**src/shared/reload_timer_defines.svh**
```systemverilog
`ifndef RELOAD_TIMER_DEFINES_SVH
`define RELOAD_TIMER_DEFINES_SVH

// ------------------------------------------------------------
// register offsets on the i/o space
// ------------------------------------------------------------
`define ADDR_TIMER_CONTROL  16'h0080
`define ADDR_COUNT_LOW      16'h0081
`define ADDR_COUNT_HIGH     16'h0082

// ------------------------------------------------------------
// reset values and read-back constants
// ------------------------------------------------------------
`define RESET_BYTE          8'h00
`define RESET_COUNT         16'h0000
`define UNMAPPED_READ       8'h00
`define RESERVED_READ       1'b0

// ------------------------------------------------------------
// counter values
// ------------------------------------------------------------
`define COUNT_LAST          16'h0001
`define COUNT_ZERO          16'h0000
`define COUNT_ONE           16'h0001

// ------------------------------------------------------------
// prescaler terminal counts (divider minus one)
// ------------------------------------------------------------
`define DIV_SEL_4           2'b00
`define DIV_SEL_16          2'b01
`define DIV_SEL_64          2'b10
`define DIV_SEL_256         2'b11
`define TERM_DIV_4          8'h03
`define TERM_DIV_16         8'h0f
`define TERM_DIV_64         8'h3f
`define TERM_DIV_256        8'hff
`define PRESCALE_ZERO       8'h00
`define PRESCALE_ONE        8'h01

`endif

```
**src/shared/reload_timer_pkg.sv**
```systemverilog
package reload_timer_pkg;

  // control register layout, bit 7 down to bit 0
  typedef struct packed {
    logic       endCountFlag;
    logic       irqEnable;
    logic       reserved;
    logic       continuousSelect;
    logic [1:0] divSelect;
    logic       reloadRestart;
    logic       timerEnable;
  } ctrl_t;

  // one i/o bus request from the processor core
  typedef struct packed {
    logic [15:0] addr;
    logic [7:0]  wrData;
    logic        rd;
    logic        wr;
  } io_req_t;

endpackage : reload_timer_pkg

```
**src/rtl/reload_timer.sv**
```systemverilog
// Overview of operation
// - five byte registers per timer instance
// - reload write-only, count read-only, shared addresses
// - end flag bit 7 cleared by control read
// - interrupt request when flag and enable set
// - single-pass: stop and clear enable at end
// - continuous: reload counter at end, keep counting
// - prescaler selects divide by 4/16/64/256
// - reload-restart bit loads counter on start
// - bit 0 enables counting
// - count reads never disturb the timer
// - low byte read latches high byte
// - low byte shows counter bits 7..0
// - end is a tick from 0001h, not a load
// - every instance owns all its state
`include "reload_timer_defines.svh"

module reload_timer (
  input  wire logic                       core_clk,
  input  wire logic                       rst_n,
  input  wire reload_timer_pkg::io_req_t  ioReq,
  output logic [7:0]                      ioRdData,
  output logic                            irqReq
);
  import reload_timer_pkg::*;

  // ------------------------------------------------------------
  // reset release
  // ------------------------------------------------------------
  logic [1:0] rstSync;
  logic       rst;

  always_ff @(posedge core_clk or negedge rst_n) begin
    if (!rst_n) begin
      rstSync <= 2'b00;
    end else begin
      rstSync <= {rstSync[0], 1'b1};
    end
  end

  assign rst = ~rstSync[1];

  // ------------------------------------------------------------
  // state, one set per instance
  // ------------------------------------------------------------
  ctrl_t       ctrl;
  logic [15:0] reload;
  logic [15:0] count;
  logic [7:0]  heldHigh;
  logic [7:0]  prescale;
  logic        tick;
  logic        endEvent;
  logic        ctrlRead;
  logic        ctrlWrite;
  logic        lowRead;
  logic        highRead;
  logic        lowWrite;
  logic        highWrite;
  logic        restart;
  ctrl_t       wrCtrl;

  function automatic logic [7:0] divTerm(input logic [1:0] sel);
    logic [7:0] t;
    t = `TERM_DIV_4;
    unique case (sel)
      `DIV_SEL_4:   t = `TERM_DIV_4;
      `DIV_SEL_16:  t = `TERM_DIV_16;
      `DIV_SEL_64:  t = `TERM_DIV_64;
      `DIV_SEL_256: t = `TERM_DIV_256;
    endcase
    return t;
  endfunction : divTerm

  // ------------------------------------------------------------
  // address decode
  // ------------------------------------------------------------
  // the same address reads the count and writes the reload
  assign ctrlRead  = ioReq.rd && (ioReq.addr == `ADDR_TIMER_CONTROL);
  assign ctrlWrite = ioReq.wr && (ioReq.addr == `ADDR_TIMER_CONTROL);
  assign lowRead   = ioReq.rd && (ioReq.addr == `ADDR_COUNT_LOW);
  assign highRead  = ioReq.rd && (ioReq.addr == `ADDR_COUNT_HIGH);
  assign lowWrite  = ioReq.wr && (ioReq.addr == `ADDR_COUNT_LOW);
  assign highWrite = ioReq.wr && (ioReq.addr == `ADDR_COUNT_HIGH);
  assign wrCtrl    = ctrl_t'(ioReq.wrData);
  assign restart   = ctrlWrite && wrCtrl.timerEnable
                     && wrCtrl.reloadRestart;

  // ------------------------------------------------------------
  // prescaler
  // ------------------------------------------------------------
  // held at zero while stopped so the first period is always full
  always_ff @(posedge core_clk or posedge rst) begin
    if (rst) begin
      prescale <= `PRESCALE_ZERO;
    end else if (!ctrl.timerEnable || restart || tick) begin
      prescale <= `PRESCALE_ZERO;
    end else begin
      prescale <= prescale + `PRESCALE_ONE;
    end
  end

  assign tick = ctrl.timerEnable
                && (prescale == divTerm(ctrl.divSelect));

  // only a decrement from one ends the count, never a load
  assign endEvent = tick && !restart
                    && (count == `COUNT_LAST);

  // ------------------------------------------------------------
  // downcounter
  // ------------------------------------------------------------
  always_ff @(posedge core_clk or posedge rst) begin
    if (rst) begin
      count <= `RESET_COUNT;
    end else if (restart) begin
      count <= reload;
    end else if (endEvent) begin
      if (ctrl.continuousSelect) begin
        count <= reload;
      end else begin
        count <= `COUNT_ZERO;
      end
    end else if (tick) begin
      // zero wraps to ffff for the longest period
      count <= count - `COUNT_ONE;
    end
  end

  // ------------------------------------------------------------
  // reload storage
  // ------------------------------------------------------------
  always_ff @(posedge core_clk or posedge rst) begin
    if (rst) begin
      reload <= `RESET_COUNT;
    end else if (lowWrite) begin
      reload[7:0] <= ioReq.wrData;
    end else if (highWrite) begin
      reload[15:8] <= ioReq.wrData;
    end
  end

  // ------------------------------------------------------------
  // control register
  // ------------------------------------------------------------
  always_ff @(posedge core_clk or posedge rst) begin
    if (rst) begin
      ctrl <= ctrl_t'(`RESET_BYTE);
    end else begin
      if (ctrlWrite) begin
        // a write in the end cycle wins, so software can restart at once
        ctrl.irqEnable        <= wrCtrl.irqEnable;
        ctrl.reserved         <= `RESERVED_READ;
        ctrl.continuousSelect <= wrCtrl.continuousSelect;
        ctrl.divSelect        <= wrCtrl.divSelect;
        ctrl.reloadRestart    <= wrCtrl.reloadRestart;
        ctrl.timerEnable      <= wrCtrl.timerEnable;
      end else if (endEvent && !ctrl.continuousSelect) begin
        ctrl.timerEnable <= 1'b0;
      end
      // flag shares this process so the register has one driver;
      // set wins over the clearing read so no end is lost
      if (endEvent) begin
        ctrl.endCountFlag <= 1'b1;
      end else if (ctrlRead) begin
        ctrl.endCountFlag <= 1'b0;
      end
    end
  end

  assign irqReq = ctrl.endCountFlag && ctrl.irqEnable;

  // ------------------------------------------------------------
  // read path
  // ------------------------------------------------------------
  always_ff @(posedge core_clk or posedge rst) begin
    if (rst) begin
      heldHigh <= `RESET_BYTE;
    end else if (lowRead) begin
      heldHigh <= count[15:8];
    end
  end

  // reads only copy state; nothing here feeds the counter
  always_ff @(posedge core_clk or posedge rst) begin
    if (rst) begin
      ioRdData <= `RESET_BYTE;
    end else if (ctrlRead) begin
      ioRdData <= ctrl;
    end else if (lowRead) begin
      ioRdData <= count[7:0];
    end else if (highRead) begin
      ioRdData <= heldHigh;
    end else if (ioReq.rd) begin
      ioRdData <= `UNMAPPED_READ;
    end
  end

  // ------------------------------------------------------------
  // checks
  // ------------------------------------------------------------
  chk_flag_holds: assert property (
    @(posedge core_clk) disable iff (rst)
    ctrl.endCountFlag && !ctrlRead |=> ctrl.endCountFlag)
    else $error("end flag dropped without a control read");

  chk_flag_clears: assert property (
    @(posedge core_clk) disable iff (rst)
    ctrlRead && !endEvent |=> !ctrl.endCountFlag)
    else $error("end flag survived a control read");

  chk_irq_follows: assert property (
    @(posedge core_clk) disable iff (rst)
    endEvent && ctrl.irqEnable && !ctrlWrite |=> irqReq)
    else $error("no interrupt request after end of count");

  chk_irq_masked: assert property (
    @(posedge core_clk) disable iff (rst)
    !ctrl.irqEnable |-> !irqReq)
    else $error("interrupt request while disabled");

  chk_single_stop: assert property (
    @(posedge core_clk) disable iff (rst)
    endEvent && !ctrl.continuousSelect && !ctrlWrite
    |=> !ctrl.timerEnable && count == `COUNT_ZERO)
    else $error("single pass did not stop at end");

  chk_cont_reload: assert property (
    @(posedge core_clk) disable iff (rst)
    endEvent && ctrl.continuousSelect && !ctrlWrite
    |=> ctrl.timerEnable && count == $past(reload))
    else $error("continuous mode did not reload");

  chk_tick_spacing: assert property (
    @(posedge core_clk) disable iff (rst)
    tick && !ctrlWrite |=> !tick [*3])
    else $error("counting faster than divide by four");

  chk_div_four: assert property (
    @(posedge core_clk) disable iff (rst)
    ctrl.timerEnable && ctrl.divSelect == `DIV_SEL_4
    && prescale == `PRESCALE_ZERO && !ioReq.wr
    ##1 !ioReq.wr [*3] |-> tick)
    else $error("divide by four tick missing");

  chk_restart_load: assert property (
    @(posedge core_clk) disable iff (rst)
    restart |=> count == $past(reload)
    && (!ctrl.endCountFlag || $past(ctrl.endCountFlag)))
    else $error("restart did not load reload value");

  chk_hold_idle: assert property (
    @(posedge core_clk) disable iff (rst)
    !ctrl.timerEnable && !ctrlWrite |=> $stable(count))
    else $error("count moved while disabled");

  chk_read_quiet: assert property (
    @(posedge core_clk) disable iff (rst)
    lowRead && !tick && !ioReq.wr |=> $stable(count))
    else $error("count read disturbed the counter");

  chk_latch_high: assert property (
    @(posedge core_clk) disable iff (rst)
    lowRead |=> heldHigh == $past(count[15:8]))
    else $error("high byte not latched on low read");

  chk_low_bits: assert property (
    @(posedge core_clk) disable iff (rst)
    lowRead |=> ioRdData == $past(count[7:0]))
    else $error("low byte read shows wrong bits");

  chk_end_source: assert property (
    @(posedge core_clk) disable iff (rst)
    !ctrl.endCountFlag ##1 ctrl.endCountFlag
    |-> $past(count) == `COUNT_LAST && $past(tick))
    else $error("end flag set without a decrement from one");

  chk_reload_low: assert property (
    @(posedge core_clk) disable iff (rst)
    lowWrite |=> reload[7:0] == $past(ioReq.wrData))
    else $error("low reload byte not stored");

  chk_reload_high: assert property (
    @(posedge core_clk) disable iff (rst)
    highWrite |=> reload[15:8] == $past(ioReq.wrData))
    else $error("high reload byte not stored");

  chk_flag_ro: assert property (
    @(posedge core_clk) disable iff (rst)
    ctrlWrite && !endEvent && !ctrlRead
    |=> ctrl.endCountFlag == $past(ctrl.endCountFlag))
    else $error("end flag changed by a control write");

  chk_resume_count: assert property (
    @(posedge core_clk) disable iff (rst)
    ctrlWrite && wrCtrl.timerEnable && !wrCtrl.reloadRestart && !tick
    |=> $stable(count))
    else $error("resume without reload bit changed the count");

  chk_rsvd_zero: assert property (
    @(posedge core_clk) disable iff (rst)
    ctrlRead |=> ioRdData[5] == `RESERVED_READ)
    else $error("reserved control bit read as one");

endmodule : reload_timer

```
**config.mk**
```make
export PLATFORM = sky130hd
export DESIGN_NAME = reload_timer
export DESIGN_NICKNAME = d
export VERILOG_FILES = /design/src/shared/reload_timer_pkg.sv /design/src/rtl/reload_timer.sv
export VERILOG_INCLUDE_DIRS = /design/src /design/src/shared
export SDC_FILE = /design/constraint.sdc
export NUM_CORES = 1
export LEC_CHECK = 0
export BUFFER_PORTS_ARGS = -buffer_cell sky130_fd_sc_hd__buf_2
export CORE_ASPECT_RATIO = 1.5
export CORE_MARGIN = 2
export CORE_UTILIZATION = 45
export DETAILED_ROUTE_END_ITERATION = 10
export SKIP_CTS_REPAIR_TIMING = 1
export SYNTH_ARGS = -nofsm -noshare
export SYNTH_HDL_FRONTEND = slang
export SYNTH_SLANG_ARGS = --single-unit
```
**constraint.sdc**
```tcl
create_clock -name core_clk -period 2.32 [get_ports core_clk]
set_input_delay 0.696 -clock core_clk [delete_from_list [all_inputs] [get_ports core_clk]]
set_output_delay 0.696 -clock core_clk [all_outputs]
set_load 0.01 [all_outputs]
```
Word-level counts from Yosys, hierarchy flattened
Index checks and enable logic that the tools add are counted.
{"block": "word_totals", "elab_cells": 62, "reg_bits": 65}
{"block": "classes", "eq_ne": 8, "muxes": 14, "addsub": 2, "bitwise_logic": 1, "reduce_logical": 24}
{"operator": "two-way mux 16 bit", "n": 4}
{"operator": "== test 16 x 8 -> 1 bit, second input constant", "n": 3}
{"operator": "two-way mux 8 bit", "n": 5}
{"operator": "case mux 8 bit (4 select lines)", "n": 1}
{"operator": "== test 16 x 1 -> 1 bit, second input constant", "n": 1}
{"operator": "subtractor 16 x 1 -> 16 bit, second input constant", "n": 1}
{"operator": "logical AND 1 bit", "n": 13}
{"operator": "adder 8 x 1 -> 8 bit, second input constant", "n": 1}
{"operator": "== test 8 bit", "n": 1}
{"operator": "== test 2 bit, second input constant", "n": 2}
{"operator": "two-way mux 1 bit", "n": 4}
{"operator": "nonzero test 2 bit", "n": 2}
{"operator": "nonzero test 4 bit", "n": 1}
{"operator": "zero test 1 bit", "n": 3}
{"operator": "nonzero test 3 bit", "n": 1}
{"operator": "== test 2 x 1 -> 1 bit, second input constant", "n": 1}
{"operator": "zero test 2 bit", "n": 1}
{"operator": "logical OR 1 bit", "n": 2}
{"operator": "AND reduction 2 bit", "n": 1}
{"operator": "NOT 1 bit", "n": 1}

Longest topological paths before layout
Gate-level depths: netlist of run 1.
{"block": "logic_depth", "ltp_word": 10, "ltp_mapped": 9, "depth_no_buf": 7}

Worst setup path before layout of run 1
Ideal clock, no wire load.
{"block": "synth_path", "path_kind": "input to register", "start": "input port ioReq[13] in the netlist's numbering", "end": "register heldHigh[5]", "arrival_time_ns": 2.439, "n_path_buf": 2, "slack_ns": -0.244, "setup_ns": 0.125, "cell_stages": 6, "path_cell_list": "or4b_4 nor4_4 and3_1 buf_6 buf_12 mux2_2"}
{"block": "synth_between", "elab_chain_cells": 2}
{"item": "from (decl)", "line": "reload_timer.sv:21", "rtl": "input wire reload_timer_pkg::io_req_t ioReq,"}
{"item": "== test 16 x 8 -> 1 bit (no source line)"}
{"item": "logical AND 1 bit", "line": "reload_timer.sv:80", "rtl": "assign lowRead = ioReq.rd && (ioReq.addr == `ADDR_COUNT_LOW);"}
{"item": "to (signal assigned)", "line": "reload_timer.sv:177", "rtl": "heldHigh <= `RESET_BYTE;"}
{"item": "to (signal assigned)", "line": "reload_timer.sv:179", "rtl": "heldHigh <= count[15:8];"}
{"item": "to (decl)", "line": "reload_timer.sv:49", "rtl": "logic [7:0] heldHigh;"}
No other way between the ends.
A chain may end at the register's enable or synchronous reset.

Worst setup path in the final report of run 1
{"block": "layout_path", "start": "register prescale[6]", "end": "register count[8]"}
{"block": "layout_between", "elab_chain_cells": 6, "elab_cells_between_ends": 7}
{"item": "from (decl)", "line": "reload_timer.sv:50", "rtl": "logic [7:0] prescale;"}
{"item": "from (signal assigned)", "line": "reload_timer.sv:94", "rtl": "prescale <= `PRESCALE_ZERO;"}
{"item": "from (signal assigned)", "line": "reload_timer.sv:96", "rtl": "prescale <= `PRESCALE_ZERO;"}
{"item": "from (signal assigned)", "line": "reload_timer.sv:98", "rtl": "prescale <= prescale + `PRESCALE_ONE;"}
{"item": "== test 8 bit *", "line": "reload_timer.sv:103", "rtl": "&& (prescale == divTerm(ctrl.divSelect));"}
{"item": "logical AND 1 bit *", "line": "reload_timer.sv:103"}
{"item": "logical AND 1 bit (2 in a row)", "line": "reload_timer.sv:106", "rtl": "assign endEvent = tick && !restart"}
{"item": "two-way mux 16 bit", "line": "reload_timer.sv:117", "rtl": "end else if (endEvent) begin"}
{"item": "two-way mux 16 bit", "line": "reload_timer.sv:115", "rtl": "end else if (restart) begin"}
{"item": "to (signal assigned)", "line": "reload_timer.sv:114", "rtl": "count <= `RESET_COUNT;"}
{"item": "to (signal assigned)", "line": "reload_timer.sv:116", "rtl": "count <= reload;"}
{"item": "to (signal assigned)", "line": "reload_timer.sv:119", "rtl": "count <= reload;"}
{"item": "to (decl)", "line": "reload_timer.sv:48", "rtl": "logic [15:0] count;"}
Mark *: on every way between the ends. The rest lies on a longest branch, timed or not.

==> flow_summary.ini, run 1 <==
[sta]
finalCriticalPeriod_ns = 2.23
slew_headroom_pct = 64.9
hold_viol_final = 0
setup_ws_ns = 0.0917
worstMarginPinSlew_ns = 0.527
fmax_mhz = 449
rsz0062_at_grt = no
hold_slack_ns = 0.137
fin_setup_tns_ns = 0
finalClockSkew_ns = 0.00933
setup_violations = 0
slew_violations = 0
period_share_pct = 96.0

[floorplanning]
rows = 39
fp.dieH_um = 112
die-area_um2 = 8450
fp.dieW_um = 75.7
core_um2 = 7560
start_util_pct = 45.9
num_io_pins = 37

[worst_hold_path]
hp-class = input pin to async pin

[yosys]
syn_area_um2 = 3470
syn_nets = 374
ys.flop_type = dfrtp_1
yosysSeqAreaShare_pct = 46.8
synth-edff-count = 0
synth_cell_types = 62
ys_ff_latch = 65
syn_area_per_cell_um2 = 10.1
async_flop_share_pct = 100
syn_inst = 343
synth_warnings = 0

[clocking]
clkLatencyLatePin_ns = 0.33
cts_buffers = 9
cts.sinks = 65
cts.reportedPaths.clkPinSlew_ns = 0.06
cts_tree = built
clk_path_buf_depth = 2
htree_levels = 3
root_buffer = clkbuf_16

[finish]
drive_gt1_share_pct = 32.0
fill_cells = 665
regArea_um2 = 1630
finalNetCount = 442
fin_cells = 517
n_antenna_cell = 0
utilization_pct = 57.4
multi_input_area_um2 = 1720
syn_to_final_growth_pct = 25.1

[worst_setup_path]
r2r-start = prescale[6]
ff2ff_path_depth = 5
start_kind = flop
endpoint_kind = flop
crit_start = prescale[6]
critPathMaxFanout = 10
crit_arrival_ns = 2.48
crit_type = flop to flop
r2r-end = count[8]
ff2ff_setup_slack_ns = 0.09
crit_required_ns = 2.57

[drt]
avgRoutedWirePerCell_um = 18.7
drtIter0Drc = 211
ant_nets = 0
first_pass_iters = 4
drc_errors = 0
via_per_inst = 5.85
drt_wl_total_um = 9680
vias = 3024

[global_routing]
grt_pass1_vias = 3010
grt_max_degree = 27
grt_overflow = 0
grt_pass1_wl_um = 15500
antenna_found_initial = 0
grt_use_total_pct = 25.0

[place]
place_inst = 502
hpwl_um = 7280
port_buffers = 36
dp_slack_ns = -0.212
gp_congestion = 0.878

[status]
status = completed

[power]
leakage_nw = 1.95
power_density_nw_per_um2 = 617
worst_ir_drop_vdd_mv = 0.388

[flow_run]
maxCapViolCount = 0
[critical path: stages, from the launching register on]
cell and delay, ns:
dfrtp_1 0.41, or2_1 0.26, a211o_1 0.30, a211o_2 0.44
or4_1 0.55, o221ai_1 0.17
[sequential cells by signal, indices dropped and copies added, names as in the netlist]
signal	count
rstSync	2
ioRdData	8
reload	16
count	16
prescale	8
ctrl	7
heldHigh	8
[layer usage]
layer  part of all wire, %  GRT usage [%]  vias to the layer above
met4                   4.6           13.0                        0
met5                     0              0                        -
met3                   4.5           5.88                       28
met1                    41           31.1                     1481
li1                      -              -                     1409
met2                    50           39.5                      106
[cell type report]
cell class	instances	share of cell area [%]
Timing Repair Buffer	76	11.9
Inverter	9	0.778
Multi-Input combinational cell	250	39.7
Sequential cell	65	37.5
Tap cell	102	2.94
Clock inverter	3	1.50
Clock buffer	12	5.68
[cell usage after synthesis (all sizes together) (7+ instances only)]
| cell type | count | area share, % |
|---|---|---|
| a21oi | 16 | 2.3 |
| a31oi | 7 | 1.3 |
| and3 | 9 | 1.6 |
| buf | 8 | 1.9 |
| clkbuf | 11 | 1.3 |
| dfrtp | 65 | 47 |
| inv | 9 | 0.97 |
| mux2 | 26 | 8.4 |
| nand2 | 31 | 3.4 |
| nand3 | 15 | 2.3 |
| nor2 | 25 | 2.7 |
| nor3 | 7 | 1.3 |
| o211ai | 11 | 2.4 |
| o21ai | 17 | 2.5 |
| o22ai | 7 | 1.3 |
[worst max path at each step]
| stage | endpoint | slack (ns) | depth (start not counted) |
|---|---|---|---|
| floorplan | heldHigh[5] | -0.21 | 6 |
| global placement | reload[11] | -0.20 | 6 |
| detailed placement | count[0] | -0.21 | 8 |
| CTS | count[2] | 0.02 | 5 |
| global route | count[8] | 0.01 | 5 |
| finish | count[8] | 0.09 | 5 |
[cell usage in the layout (no fill, tap or decap), types with 11 or more instances in the layout]
cell type / instances
dfrtp_1: 64
buf_4: 37
buf_2: 36
nand2_1: 31
nor2_1: 25
mux2_2: 24
o21ai_0: 17
a21oi_1: 16
nand3_1: 14
o211ai_1: 11
[stage by stage]
stage / cell area [µm²] / power (W)
CTS: 4330 / 0.00271
floorplan: 3490 / 0.00121
global placement: 4020 / 0.00126
global route: 4340 / 0.00278
detailed placement: 4020 / 0.00126
finish: 4340 / 0.00268
[cell families after synthesis]
kind of cell	Yosys count	synth area share, %
AOI/OAI and AO/OA	82	15.5
xor gates and xnor gates	9	2.27
adders and majority gates	3	1.08
buffers and inverters	28	4.11
DFF	65	46.8
muxes	27	8.72
other	1	0.108
and+or+nand+nor	128	21.3
[where the power goes]
group | switching (W) | internal, W
Combinational | 0.0000497 | 0.0000370
Clock | 0.000475 | 0.000962
Sequential | 0.0000120 | 0.00114
Power figures use the tool's default switching activity.
==> run 2, diff against run 1 <==
--- a/config.mk
+++ b/config.mk
@@ -11,6 +11,7 @@
 export CORE_MARGIN = 2
 export CORE_UTILIZATION = 45
 export DETAILED_ROUTE_END_ITERATION = 10
+export PLACE_DENSITY_LB_ADDON = 0.15
 export SKIP_CTS_REPAIR_TIMING = 1
 export SYNTH_ARGS = -nofsm -noshare
 export SYNTH_HDL_FRONTEND = slang
==> run 2 against run 1 <==
Sequential power about the same. Die area unchanged. Register-to-register slack is essentially flat. Non-clock buffer count shrank 1. Critical path type unchanged. Clock power fell by 8%. Clock skew decreased by 0.0048 ns. Critical endpoint unchanged. Largest cell class unchanged.
==> flow_summary.ini, run 2 (synthesized netlist as in run 1, its figures left out) <==
[finish]
fill_cells = 676
final_cell_mix = 64 x dfrtp_1, 37 x buf_4, 36 x buf_2
drive_gt1_share_pct = 31.8
largestRegisters = count: 16 flops, reload: 16 flops
design_area_um2 = 4310
n_antenna_cell = 0
fin_cells = 517
final_common_cell = dfrtp_1
syn_to_final_growth_pct = 24.1
finalNetCount = 441

[sta]
setup_violations = 0
finalClockSkew_ns = 0.00458
finalCriticalPeriod_ns = 2.23
slew_headroom_pct = 57.7
period_share_pct = 96.1
rsz0062_at_grt = no
setup_ws_ns = 0.0901
worstMarginPinSlew_ns = 0.635
fmax_mhz = 448
fin_setup_tns_ns = 0
hold_viol_final = 0
slew_violations = 0

[clocking]
cts.sinks = 65
cts.reportedPaths.clkPinSlew_ns = 0.05
htree_levels = 3
cts_tree = built
clk_path_buf_depth = 2
root_buffer = clkbuf_16
cts_buffers = 9
clkLatencyLatePin_ns = 0.33

[floorplanning]
rows = 39
core_um2 = 7560
start_util_pct = 45.9
fp.dieW_um = 75.7
fp.dieH_um = 112
die-area_um2 = 8450
num_io_pins = 37

[drt]
ant_nets = 0
drt_wl_total_um = 9300
drtIter0Drc = 209
first_pass_iters = 4
avgRoutedWirePerCell_um = 18.0
vias = 2992
via_per_inst = 5.79
drc_errors = 0

[worst_hold_path]
hp-class = input pin to async pin

[power]
swShare_pct = 20.5
leakage_nw = 1.94
p_sw_w = 0.000527
p_int_w = 0.00204
worst_ir_drop_vdd_mv = 0.352
p_comb_share_pct = 3.3
finalPower_w = 0.00257
seqPwrFrac_pct = 45.2
power_density_nw_per_um2 = 595
p_clk_share_pct = 51.6

[worst_setup_path]
ff2ff_path_depth = 5
start_kind = flop
cp_top_family = compound AO/OA/AOI/OAI gates
crit_required_ns = 2.57
r2r-start = prescale[6]
crit_type = flop to flop
cp_slowest_stage_delay_ns = 0.55
critPathBufInv = 0
ff2ff_setup_slack_ns = 0.09
endpoint_kind = flop
r2r-end = count[8]
critPathMaxFanout = 10
crit_arrival_ns = 2.48
slowest_stage = or4_1
path_cells = or2_1 > a211o_1 > a211o_2 > or4_1 > o221ai_1

[flow_run]
maxCapViolCount = 0

[status]
status = completed

[global_routing]
grt_use_total_pct = 24.7
antenna_found_initial = 0
grt_pass1_vias = 3139
grt_max_degree = 30
grt_pass1_wl_um = 15500
grt_overflow = 0

[place]
port_buffers = 36
place_inst = 501
dpl_cell_area_um2 = 4000
hpwl_um = 7060
dp_slack_ns = -0.239
gp_congestion = 0.949
[run 2: layout make-up]
cell class	count	area, µm²	area share [%]
clock buffer	13	250	5.81
clock inverter	3	40.0	0.929
inverter	9	33.8	0.784
multi-input combinational	250	1730	40.2
sequential	65	1630	37.8
tap	102	128	2.96
timing repair buffer	75	498	11.6
[run 2: how the worst max path moves through the flow]
stage	depth (start not counted)	from	slack [ns]	to
2_1_floorplan	6	ioReq[24]	-0.21	heldHigh[5]
3_3_place_gp	8	ioReq[24]	-0.22	count[11]
3_5_place_dp	8	ioReq[24]	-0.24	count[11]
4_1_cts	5	count[13]	-0.003	count[2]
5_1_grt	8	ioReq[24]	0.009	count[11]
6_report	5	prescale[6]	0.09	count[8]
[run 2: power by group through the flow]
stage               registers, W  clock network (W)   logic, W
finish                   0.00116            0.00132  0.0000841
global route             0.00116            0.00141  0.0000944
CTS                      0.00116            0.00135  0.0000857
detailed placement       0.00118                  0  0.0000852
global placement         0.00118                  0  0.0000843
floorplan                0.00119                  0  0.0000240
[run 2: metal layers]
metal / wire [µm] / track usage [%] / part of all wire (%)
met4: 551 / 15.8 / 5.9
met3: 535 / 5.79 / 5.8
met2: 4600 / 37.8 / 49
met5: 0 / 0 / 0
met1: 3620 / 30.5 / 39
[run 2: stage by stage]
stage	hold slack (ns)	utilization (%)
floorplan	0.331	-
global placement	0.312	52.9
detailed placement	0.315	52.9
CTS	0.128	56.8
global route	0.134	57.0
finish	0.139	57.0
[run 2: worst register-to-register path, stage by stage, from the launching register on]
cell	delay, ns
dfrtp_1	0.41
or2_1	0.26
a211o_1	0.30
a211o_2	0.45
or4_1	0.55
o221ai_1	0.17
==> run 3, diff against run 2 <==
--- a/config.mk
+++ b/config.mk
@@ -11,6 +11,7 @@
 export CORE_MARGIN = 2
 export CORE_UTILIZATION = 45
 export DETAILED_ROUTE_END_ITERATION = 10
+export MAX_ROUTING_LAYER = met4
 export PLACE_DENSITY_LB_ADDON = 0.15
 export SKIP_CTS_REPAIR_TIMING = 1
 export SYNTH_ARGS = -nofsm -noshare
==> run 3 against run 2 <==
Clock power up 6%. Worst hold slack improved by 0.00087 ns. Final cell count down 0.39%. Sequential power hardly changed. Sequential cell count unchanged. Critical path depth unchanged. Clock skew up 0.00088 ns.
==> flow_summary.ini, run 3 (synthesized netlist as in run 1, its figures left out) <==
[status]
status = completed

[finish]
syn_to_final_growth_pct = 24.0
drive_gt1_share_pct = 31.5
largestRegisters = count: 16 flops, reload: 16 flops
final_cell_mix = 64 x dfrtp_1, 36 x buf_2, 35 x buf_4
n_antenna_cell = 0
finalNetCount = 439
final_common_cell = dfrtp_1
fill_cells = 659

[worst_setup_path]
cp_top_family = compound AO/OA/AOI/OAI gates
crit_required_ns = 2.56
path_cells = or2_1 > a211o_1 > a211o_1 > or4_1 > o221ai_1
crit_arrival_ns = 2.48
start_kind = flop
critPathMaxFanout = 9
crit_type = flop to flop
critPathBufInv = 0
slowest_stage = or4_1
crit_top_cell = a211o_1
cp_slowest_stage_delay_ns = 0.56
endpoint_kind = flop

[sta]
hold_viol_final = 0
slew_violations = 0
finalClockSkew_ns = 0.00546
fin_setup_tns_ns = 0
hold_slack_ns = 0.139
fmax_mhz = 447
rsz0062_at_grt = no
worstMarginPinSlew_ns = 0.542
slew_headroom_pct = 63.8
finalCriticalPeriod_ns = 2.24
setup_violations = 0
setup_ws_ns = 0.0842
period_share_pct = 96.4

[drt]
first_pass_iters = 4
vias = 2964
avgRoutedWirePerCell_um = 18.4
ant_nets = 0
drt_wl_total_um = 9470
drc_errors = 0
drtIter0Drc = 171
via_per_inst = 5.76

[clocking]
clkLatencyLatePin_ns = 0.33
cts.sinks = 65
cts_buffers = 9
clk_path_buf_depth = 2
cts.reportedPaths.clkPinSlew_ns = 0.05
htree_levels = 3
root_buffer = clkbuf_16
cts_tree = built

[global_routing]
grt_overflow = 0
antenna_found_initial = 0
grt_max_degree = 23
grt_pass1_vias = 2968
grt_pass1_wl_um = 15300
grt_use_total_pct = 25.4

[flow_run]
maxCapViolCount = 0

[power]
power_density_nw_per_um2 = 613
worst_ir_drop_vdd_mv = 0.458
leakage_nw = 1.94

[place]
dp_slack_ns = -0.208
port_buffers = 36
gp_congestion = 0.966
hpwl_um = 7150

[floorplanning]
core_um2 = 7560
fp.dieW_um = 75.7
fp.dieH_um = 112
num_io_pins = 37
start_util_pct = 45.9
rows = 39
die-area_um2 = 8450

[worst_hold_path]
hp-class = input pin to async pin
==> run 3: per-stage QoR <==
| stage | power (W) | std cells | cell area [µm²] | utilization, % |
|---|---|---|---|---|
| global placement | 0.00126 | 499 | 3990 | 52.7 |
| floorplan | 0.00121 | 343 | 3490 | - |
| global route | 0.00273 | 515 | 4300 | 56.9 |
| detailed placement | 0.00126 | 499 | 3990 | 52.7 |
| CTS | 0.00267 | 515 | 4300 | 56.8 |
| finish | 0.00264 | 515 | 4300 | 56.9 |
==> run 3: final timing paths <==
check | endpoint | from | slack (ns) | depth (start not counted)
min in group core_clk | rstSync[1] | rstSync[0] | 0.35 | 0
hold / removal | rstSync[1] | rst_n | 0.14 | 1
hold reg to reg | reload[7] | rstSync[1] | 0.25 | 0
setup reg to reg | count[8] | prescale[6] | 0.08 | 5
max in group asynchronous | prescale[2] | rstSync[1] | 1.37 | 1
setup / recovery | count[8] | prescale[6] | 0.08 | 5
==> run 3: area by class of cell <==
cell class | count | area, µm² | area share, %
well taps | 102 | 128 | 2.97
clock inverters | 2 | 35.0 | 0.814
repair buffers | 73 | 483 | 11.2
inverters | 9 | 33.8 | 0.785
flip-flops and latches | 65 | 1630 | 37.8
multi-input cells | 250 | 1720 | 40.0
clock buffers | 14 | 274 | 6.37
==> run 3: layer usage <==
metal  GRT usage (%)  vias to the layer above  part of all wire, %
met5               -                        -                    0
met4            14.4                        0                  4.8
met1            30.9                     1442                   41
li1                -                     1399                    -
met2            38.7                       97                   50
met3            4.71                       26                  5.0
==> run 3: power breakdown <==
group	switching [W]	leakage (nW)	internal (W)	total [W]
Clock	0.000478	0.153	0.000918	0.00140
Sequential	0.0000125	0.816	0.00114	0.00116
Combinational	0.0000507	0.969	0.0000368	0.0000874
==> run 3: worst register-to-register path, stage by stage (launching register included) <==
cell	delay (ns)
dfrtp_1	0.42
or2_1	0.26
a211o_1	0.30
a211o_1	0.44
or4_1	0.56
o221ai_1	0.17
